## src/hdl/plci_pkg.sv

```systemverilog
// plci_pkg: constants and carrier types for the port link-change interrupt block
// assumes an 8-bit internal register access port shared by the switch
`default_nettype none
package plci_pkg;
    localparam int          NUM_PORTS       = 5;
    localparam logic [7:0]  ADDR_IRQ_STATUS = 8'h7c;
    localparam logic [7:0]  ADDR_IRQ_MASK   = 8'h7d;
    localparam logic [4:0]  STATUS_RESET    = 5'h00;
    localparam logic [4:0]  MASK_RESET      = 5'h00;
    localparam logic [2:0]  RESERVED_READ   = 3'h0;
    // edges after reset until the whole sync chain holds real samples
    localparam logic [1:0]  PRIME_CYCLES    = 2'h3;

    typedef struct packed {
        logic       wr_en;
        logic       rd_en;
        logic [7:0] addr;
        logic [7:0] wdata;
    } plci_req_s;

    typedef struct packed {
        logic [4:0] link_sync1;
        logic [4:0] link_sync2;
        logic [4:0] link_prev;
        logic [1:0] prime_cnt;
    } plci_sync_s;

    typedef struct packed {
        logic [4:0] status;
        logic [4:0] mask;
        logic [7:0] rdata;
        logic       irq;
    } plci_state_s;
endpackage : plci_pkg
`default_nettype wire

```

## src/hdl/plci_top.sv

```systemverilog
// plci_top: link-change status and mask registers with interrupt output
// assumes single-cycle register read/write strobes from the switch access port
// How it works
// link change on port n sets status bit n-1
// status sticks until one written to it
// status reads one when pending, resets zero
// mask bits 4:0, one masks the port
// mask read/write, resets zero, bits 7:5 zero
// irq high while any unmasked status bit set
`default_nettype none
module plci_top
    import plci_pkg::*;
(
    input  wire logic                 sys_clk,
    input  wire logic                 rst,
    input  wire logic [NUM_PORTS-1:0] link_up,
    input  wire logic                 reg_wr,
    input  wire logic                 reg_rd,
    input  wire logic [7:0]           reg_addr,
    input  wire logic [7:0]           reg_wdata,
    output logic      [7:0]           reg_rdata,
    output logic                      irq
);
    plci_state_s            st;
    plci_state_s            next_st;
    plci_req_s              req;
    logic [NUM_PORTS-1:0]   link_change;

    function automatic logic [7:0] pad_reg(input logic [4:0] v);
        return {RESERVED_READ, v};
    endfunction : pad_reg

    assign req = '{wr_en: reg_wr, rd_en: reg_rd, addr: reg_addr, wdata: reg_wdata};

    plci_link_edge u_edge (
        .sys_clk     (sys_clk),
        .rst         (rst),
        .link_up     (link_up),
        .link_change (link_change)
    );

    always_comb begin
        next_st = st;
        // clear first, then set so a same-cycle event wins
        if (req.wr_en && req.addr == ADDR_IRQ_STATUS) begin
            next_st.status = st.status & ~req.wdata[4:0];
        end
        next_st.status = next_st.status | link_change;
        if (req.wr_en && req.addr == ADDR_IRQ_MASK) begin
            next_st.mask = req.wdata[4:0];
        end
        if (req.rd_en) begin
            case (req.addr)
                ADDR_IRQ_STATUS: next_st.rdata = pad_reg(st.status);
                ADDR_IRQ_MASK:   next_st.rdata = pad_reg(st.mask);
                default:         next_st.rdata = 8'h00;
            endcase
        end
        next_st.irq = |(next_st.status & ~next_st.mask);
    end

    always_ff @(posedge sys_clk) begin
        if (rst) begin
            st <= '{status: STATUS_RESET, mask: MASK_RESET, rdata: 8'h00, irq: 1'b0};
        end else begin
            st <= next_st;
        end
    end

    assign reg_rdata = st.rdata;
    assign irq       = st.irq;

    chk_irq_matches_state: assert property (@(posedge sys_clk) disable iff (rst)
        irq == |(st.status & ~st.mask))
        else $error("irq disagrees with status and mask");

    chk_change_sets_bit: assert property (@(posedge sys_clk) disable iff (rst)
        |link_change |=> ((st.status & $past(link_change)) == $past(link_change)))
        else $error("link change did not set status");

    chk_status_sticks: assert property (@(posedge sys_clk) disable iff (rst)
        !(reg_wr && reg_addr == ADDR_IRQ_STATUS) |=> (st.status & $past(st.status)) == $past(st.status))
        else $error("status bit dropped without clear");

    chk_w1c_clears: assert property (@(posedge sys_clk) disable iff (rst)
        (reg_wr && reg_addr == ADDR_IRQ_STATUS && reg_wdata[0] && !link_change[0])
        |=> !st.status[0])
        else $error("write one did not clear status");

    chk_reset_zero: assert property (@(posedge sys_clk)
        rst |=> (st.status == 5'h00 && st.mask == 5'h00 && !irq && reg_rdata == 8'h00))
        else $error("state not zero after reset");

    chk_mask_write: assert property (@(posedge sys_clk) disable iff (rst)
        (reg_wr && reg_addr == ADDR_IRQ_MASK) |=> st.mask == $past(reg_wdata[4:0]))
        else $error("mask write not stored");

    chk_mask_readback: assert property (@(posedge sys_clk) disable iff (rst)
        (reg_rd && reg_addr == ADDR_IRQ_MASK) |=> reg_rdata == {3'h0, $past(st.mask)})
        else $error("mask readback wrong");

    chk_status_readback: assert property (@(posedge sys_clk) disable iff (rst)
        (reg_rd && reg_addr == ADDR_IRQ_STATUS) |=> reg_rdata == {3'h0, $past(st.status)})
        else $error("status readback wrong");

    chk_zero_write_keeps: assert property (@(posedge sys_clk) disable iff (rst)
        (reg_wr && reg_addr == ADDR_IRQ_STATUS && reg_wdata[4:0] == 5'h00)
        |=> (st.status & $past(st.status)) == $past(st.status))
        else $error("zero write changed status");

    chk_rdata_holds: assert property (@(posedge sys_clk) disable iff (rst)
        !reg_rd |=> $stable(reg_rdata))
        else $error("read data moved without a read");

    chk_unmapped_zero: assert property (@(posedge sys_clk) disable iff (rst)
        (reg_rd && reg_addr != ADDR_IRQ_STATUS && reg_addr != ADDR_IRQ_MASK)
        |=> reg_rdata == 8'h00)
        else $error("unmapped read not zero");

    chk_no_spurious_set: assert property (@(posedge sys_clk) disable iff (rst)
        1'b1 |=> (st.status & ~$past(st.status) & ~$past(link_change)) == 5'h00)
        else $error("status set without link change");

    chk_masked_quiet: assert property (@(posedge sys_clk) disable iff (rst)
        (st.mask == 5'h1f) |-> !irq)
        else $error("irq raised with all ports masked");

    cov_irq_rise: cover property (@(posedge sys_clk) disable iff (rst) $rose(irq));
    cov_clear: cover property (@(posedge sys_clk) disable iff (rst)
        irq ##1 (reg_wr && reg_addr == ADDR_IRQ_STATUS) ##1 !irq);
    cov_set_clear_race: cover property (@(posedge sys_clk) disable iff (rst)
        reg_wr && reg_addr == ADDR_IRQ_STATUS && |(reg_wdata[4:0] & link_change));
    cov_masked_change: cover property (@(posedge sys_clk) disable iff (rst)
        |(link_change & st.mask));
endmodule : plci_top
`default_nettype wire

```

## src/hdl/plci_link_edge.sv

```systemverilog
// plci_link_edge: synchronises per-port link levels and pulses on change
// assumes link_up comes from PHY logic outside this clock domain
`default_nettype none
module plci_link_edge
    import plci_pkg::*;
(
    input  wire logic                 sys_clk,
    input  wire logic                 rst,
    input  wire logic [NUM_PORTS-1:0] link_up,
    output logic      [NUM_PORTS-1:0] link_change
);
    plci_sync_s s;
    plci_sync_s next_s;

    always_comb begin
        next_s            = s;
        next_s.link_sync1 = link_up;
        next_s.link_sync2 = s.link_sync1;
        next_s.link_prev  = s.link_sync2;
        if (s.prime_cnt != PRIME_CYCLES) begin
            next_s.prime_cnt = s.prime_cnt + 2'h1;
        end
    end

    always_ff @(posedge sys_clk) begin
        if (rst) begin
            s <= '0;
        end else begin
            s <= next_s;
        end
    end

    // no change until prev holds a real sample, so a level already up at reset is quiet
    assign link_change = (s.prime_cnt == PRIME_CYCLES) ? (s.link_sync2 ^ s.link_prev) : '0;
endmodule : plci_link_edge
`default_nettype wire

```

## config.mk

```make
export PLATFORM = sky130hd
export DESIGN_NAME = plci_top
export DESIGN_NICKNAME = d
export VERILOG_FILES = /design/src/hdl/plci_pkg.sv /design/src/hdl/plci_top.sv /design/src/hdl/plci_link_edge.sv
export SDC_FILE = /design/constraint.sdc
export NUM_CORES = 1
export LEC_CHECK = 0
export BUFFER_PORTS_ARGS = -buffer_cell sky130_fd_sc_hd__buf_2
export CAP_MARGIN = 30
export CORE_MARGIN = 1
export CORE_UTILIZATION = 52
export DETAILED_ROUTE_END_ITERATION = 8
export PLACE_DENSITY = 0.83
export SLEW_MARGIN = 10
export SYNTH_ARGS = -nofsm -noshare
export SYNTH_HDL_FRONTEND = slang
export SYNTH_SLANG_ARGS = --single-unit
```

## constraint.sdc

```tcl
create_clock -name sys_clk -period 1.69 [get_ports sys_clk]
set_input_delay 0.338 -clock sys_clk [delete_from_list [all_inputs] [get_ports sys_clk]]
set_output_delay 0.338 -clock sys_clk [all_outputs]
set_load 0.02 [all_outputs]
```

Word level (Yosys, flattened, before mapping):

Index checks and enable logic that the tools add are counted.

* add/subtract/negate cells: 1
* equal/unequal tests: 4
* mux-type cells: 4
* bitwise operators: 6
* reductions and logical operators: 3

Operators by type and width (count)
* $eq 8x7->1 const B: 2
* $mux 5: 3
* $and 5x5->5: 2
* $not 5->5: 2
* $pmux 5 s2: 1
* $or 5x5->5: 1
* $reduce_or 5->1: 1
* $xor 5x5->5: 1
* $add 2x1->2 const B: 1
* $eq 2x2->1 const B: 1
* $logic_and 1x1->1: 2
* $ne 2x2->1 const B: 1

* flip-flop bits (word level): 36
* input port bits: 25
* output and inout bits: 9
* logic and storage cells: 26

Logic depth before layout (Yosys ltp):

* depth in word-level cells: 6
* gate-level depth with buffers: 6
* mapped depth without buffers: 6

Hierarchy:

A second synthesis with hierarchy kept.

* cell total of the unflattened synthesis: 156
* area, all modules: 1549.0 sq um

By module, submodules not included
* plci_top: instances 1, cells each 107, area each 959.7 sq um, seq. area each 320.3 sq um
* plci_link_edge: instances 1, cells each 49, area each 589.3 sq um, seq. area each 340.3 sq um

Worst setup path after synthesis:

Ideal clock, no wire load.

* kind: input port to flip-flop
* start: input reg_addr[7]
* end: register st, in the netlist irq
* library setup time: 0.133 ns
* data arrival time: 1.403 ns
* required time: 1.557 ns
* slack: 0.154 ns
* cell stages on the path: 5
* path through: nand4b_4 nor4b_4 a211oi_1 nor4_1 a31oi_1

* word-level cells in the longest chain between the ends: 6
* elaborated cells on any way between the ends: 10

Ends and longest elaborated chain
* start: declaration: RTL line plci_top.sv:19 `input wire logic [7:0] reg_addr,`
* $eq 8x7->1, on equally long branches: RTL line plci_top.sv:45, plci_top.sv:49
* $logic_and 1x1->1, on equally long branches: RTL line plci_top.sv:45, plci_top.sv:49
* $mux 5, on equally long branches: RTL line plci_top.sv:45, plci_top.sv:49
* $or 5x5->5 or $not 5->5 (tied branches): RTL line plci_top.sv:48, plci_top.sv:59
* $and 5x5->5 *: RTL line plci_top.sv:59 `next_st.irq = |(next_st.status & ~next_st.mask);`
* $reduce_or 5->1 *: RTL line plci_top.sv:59
* end signal: assignment: RTL line plci_top.sv:64 `st <= '{status: STATUS_RESET, mask: MASK_RESET, rdata: 8'h00, irq: 1'b0};`
* end signal: assignment: RTL line plci_top.sv:66 `st <= next_st;`
* end: declaration: RTL line plci_top.sv:24 `plci_state_s st;`

Every way passes the cells marked *; elsewhere a longest branch is shown, timed or not.
A chain may end at the register's enable or synchronous reset.

Worst setup path in the final report:

* start: register u_edge.s[0] (netlist bit)
* end: register st, in the netlist irq

* word-level cells in the longest chain between the ends: 5

Ends and longest elaborated chain
* start: declaration: RTL line plci_link_edge.sv:12 `plci_sync_s s;`
* start signal: assignment: RTL line plci_link_edge.sv:29 `s <= next_s;`
* $eq 2x2->1: RTL line plci_link_edge.sv:34 `assign link_change = (s.prime_cnt == PRIME_CYCLES) ? (s.link_sync2 ^ s.link_prev) : '0;`
* $mux 5: RTL line plci_link_edge.sv:34
* $or 5x5->5: RTL line plci_top.sv:48 `next_st.status = next_st.status | link_change;`
* $and 5x5->5: RTL line plci_top.sv:59
* $reduce_or 5->1: RTL line plci_top.sv:59

No other way between the ends.

==> flow_metrics.env <==
export IMPL_status="completed"
export IMPL_period_needed_ns=1.54
export IMPL_final_setup_tns_ns=0
export IMPL_ctsResizeCount=0
export IMPL_drcViolationCount=0
export IMPL_ant_nets=0
export IMPL_root_buffer="clkbuf_4"
export IMPL_numCtsBuffers=5
export IMPL_end_kind="flip-flop"
export IMPL_diodes=0
export IMPL_cts_max_level=2
export IMPL_rsz0062_at_grt="no"
export IMPL_yosysTopAreaCellShare=0.468
export IMPL_grt_pass1_wl_mm=4.09
export IMPL_crit_arrival_ns=1.74
export IMPL_start_util=0.560
export IMPL_die_area_um2=2930
export IMPL_hold_depth=2
export IMPL_finalWorstSetupSlack_ns=0.154
export IMPL_cp_start_kind="flip-flop"
export IMPL_post_drt_via_cell_ratio=5.27
export IMPL_setup_viol=0
export IMPL_synthTopCellsByCount="33 x dfxtp_1, 21 x nor2b_1, 20 x a21oi_1, 13 x nor2_1, 8 x buf_4"
export IMPL_synthDistinctLibCells=27
export IMPL_nNetsFinal=203
export IMPL_r2r_cells=6
export IMPL_synth_top_area_cell="dfxtp_1"
export IMPL_grt_antenna_before_repair=0
export IMPL_async_flop_share=0
export IMPL_path_max_fanout=12
export IMPL_regArea_um2=661
export IMPL_grt_usage=0.210
export IMPL_nFillCells=214
export IMPL_clk_latency_ns=0.34
export IMPL_power_density_nw_per_um2=976
export IMPL_yosysWarningCount=0
export IMPL_hold_viol=0
export IMPL_yosysSeqAreaShare=0.468
export IMPL_hold_path_class="input pin to flip-flop"
export IMPL_crit_required_ns=1.89
export IMPL_cts_clk_slew_worst_paths_ns=0.10
export IMPL_synth_most_common_cell="dfxtp_1"
export IMPL_synth_edff_count=0
export IMPL_synth_avg_cell_area_um2=9.42
export IMPL_grt_overflow=0
export IMPL_criticalPathCategory="flip-flop to flip-flop"
export IMPL_cts_sinks=33
export IMPL_ys_flop_type="dfxtp_1"
export IMPL_grt_pass1_vias=983
export IMPL_via_count=1096
export IMPL_fmax_mhz=651
export IMPL_ys_top_cells_by_area="dfxtp_1 47%, nor2b_1 9.3%, a21oi_1 7.1%"
export IMPL_cts_tree="yes"
export IMPL_pre_cts_ws_ns=0.0239
export IMPL_syn_to_final_growth_pct=15.2
export IMPL_coreArea_um2=2520
export IMPL_worst_slew_pin_transition_ns=0.550
export IMPL_drv_cap=0
export IMPL_die_x_um=54.1
export IMPL_post_cts_buffers=0
export IMPL_first_pass_iters=4
export IMPL_die_y_um=54.1
export IMPL_slew_headroom=0.633
export IMPL_num_io_pins=34
export IMPL_fin_skew_ns=0.00655
export IMPL_grt_start_max_net_pins=34
export IMPL_fp_row_count=18
export IMPL_post_route_period_util=0.909
export IMPL_first_iter_violations=30
export IMPL_multi_input_area_um2=661
export IMPL_wl_per_cell_um=12.8
export IMPL_wirelength_mm=2.67
export IMPL_syn_area_um2=1410
export IMPL_cts_buffer_depth=2
export IMPL_portBuffers=27
export IMPL_place_gp_congestion=0.905
export IMPL_syn_inst=150
export IMPL_hpwl_mm=2.00
export IMPL_drv_slew=0
export IMPL_ys_ff_latch=33
export IMPL_hold_buffers=0
export IMPL_irDropWorstVdd_mv=0.874
export IMPL_drive_above_1_share=0.258
export IMPL_p_leak_nw=0.761
## cells by family after synthesis
| kind of cell | share of synthesized area |
|---|---|
| and+or+nand+nor | 0.197 |
| AOI/OAI and AO/OA | 0.135 |
| DFF | 0.468 |
| buffers and inverters | 0.0700 |
| muxes | 0.0824 |
| xor gates and xnor gates | 0.0372 |
| adders and majority gates | 0.00886 |
| other | 0.00265 |
## area by class of cell
class | instances | share of cell area
Inverter | 5 | 0.0115
Clock inverter | 1 | 0.0184
Tap cell | 30 | 0.0231
Sequential cell | 33 | 0.406
Timing Repair Buffer | 31 | 0.101
Multi-Input combinational cell | 101 | 0.406
Clock buffer | 7 | 0.0338
## state kept, by name, summed over array words and instances (netlist names)
signal / cells
st: 10
u_edge.next_s: 10
u_edge.s: 7
reg_rdata: 5
irq: 1
## per-layer routing
| layer | routed length, µm | track usage | up-vias |
|---|---|---|---|
| met5 | 0 | 0 | - |
| met4 | 78 | 0.184 | 0 |
| met1 | 1140 | 0.234 | 496 |
| met2 | 1310 | 0.321 | 38 |
| li1 | - | - | 554 |
| met3 | 140 | 0.0621 | 8 |
## metrics by stage
step	hold slack, ns	util	cell area [µm²]	cells	power (mW)
6_report	0.202	0.645	1630	208	1.59
5_1_grt	0.196	0.645	1630	208	1.66
4_1_cts	0.192	0.645	1630	208	1.60
3_5_place_dp	0.426	0.612	1540	200	1.00
3_3_place_gp	0.423	0.612	1540	200	0.990
2_1_floorplan	0.410	-	1420	152	0.946
## path summary, 6_finish.rpt
kind | startpoint | to | slack, ns
setup / recovery | u_edge.s[0] | irq | 0.15
hold / removal | link_up[3] | u_edge.next_s[10] | 0.20
setup reg to reg | u_edge.s[0] | irq | 0.15
hold reg to reg | u_edge.next_s[10] | u_edge.next_s[5] | 0.44
## cells in the final DEF, fill, tap and decap left out
master,instances
nor4b_4,1
clkbuf_1,1
nor4_1,1
clkbuf_8,1
buf_4,4
xor2_1,6
conb_1,3
nand2_2,1
nand4b_4,1
ha_1,1
a21oi_1,20
dfxtp_1,33
o21ai_0,5
nand2_1,6
buf_2,27
o22ai_1,2
inv_1,5
a31oi_1,1
mux2i_1,6
nor2b_1,21
o211ai_1,1
bufinv_16,1
a211oi_1,4
nor2_1,13
mux2_2,5
o2bb2ai_1,1
nand2b_1,1
clkbuf_4,5
nor4b_1,1
## power breakdown
part           total (mW)  switching, mW  internal, mW
logic               0.160         0.0906        0.0696
clock network       0.605          0.252         0.353
registers           0.824         0.0156         0.809
## worst max-delay path: stages, from the launching register on
cell and delay (ns):
dfxtp_1 0.34, ha_1 0.21, buf_4 0.18, a21oi_1 0.20, a211oi_1 0.09, nor4_1 0.27, a31oi_1 0.11
(Power assumes the default switching activity.)
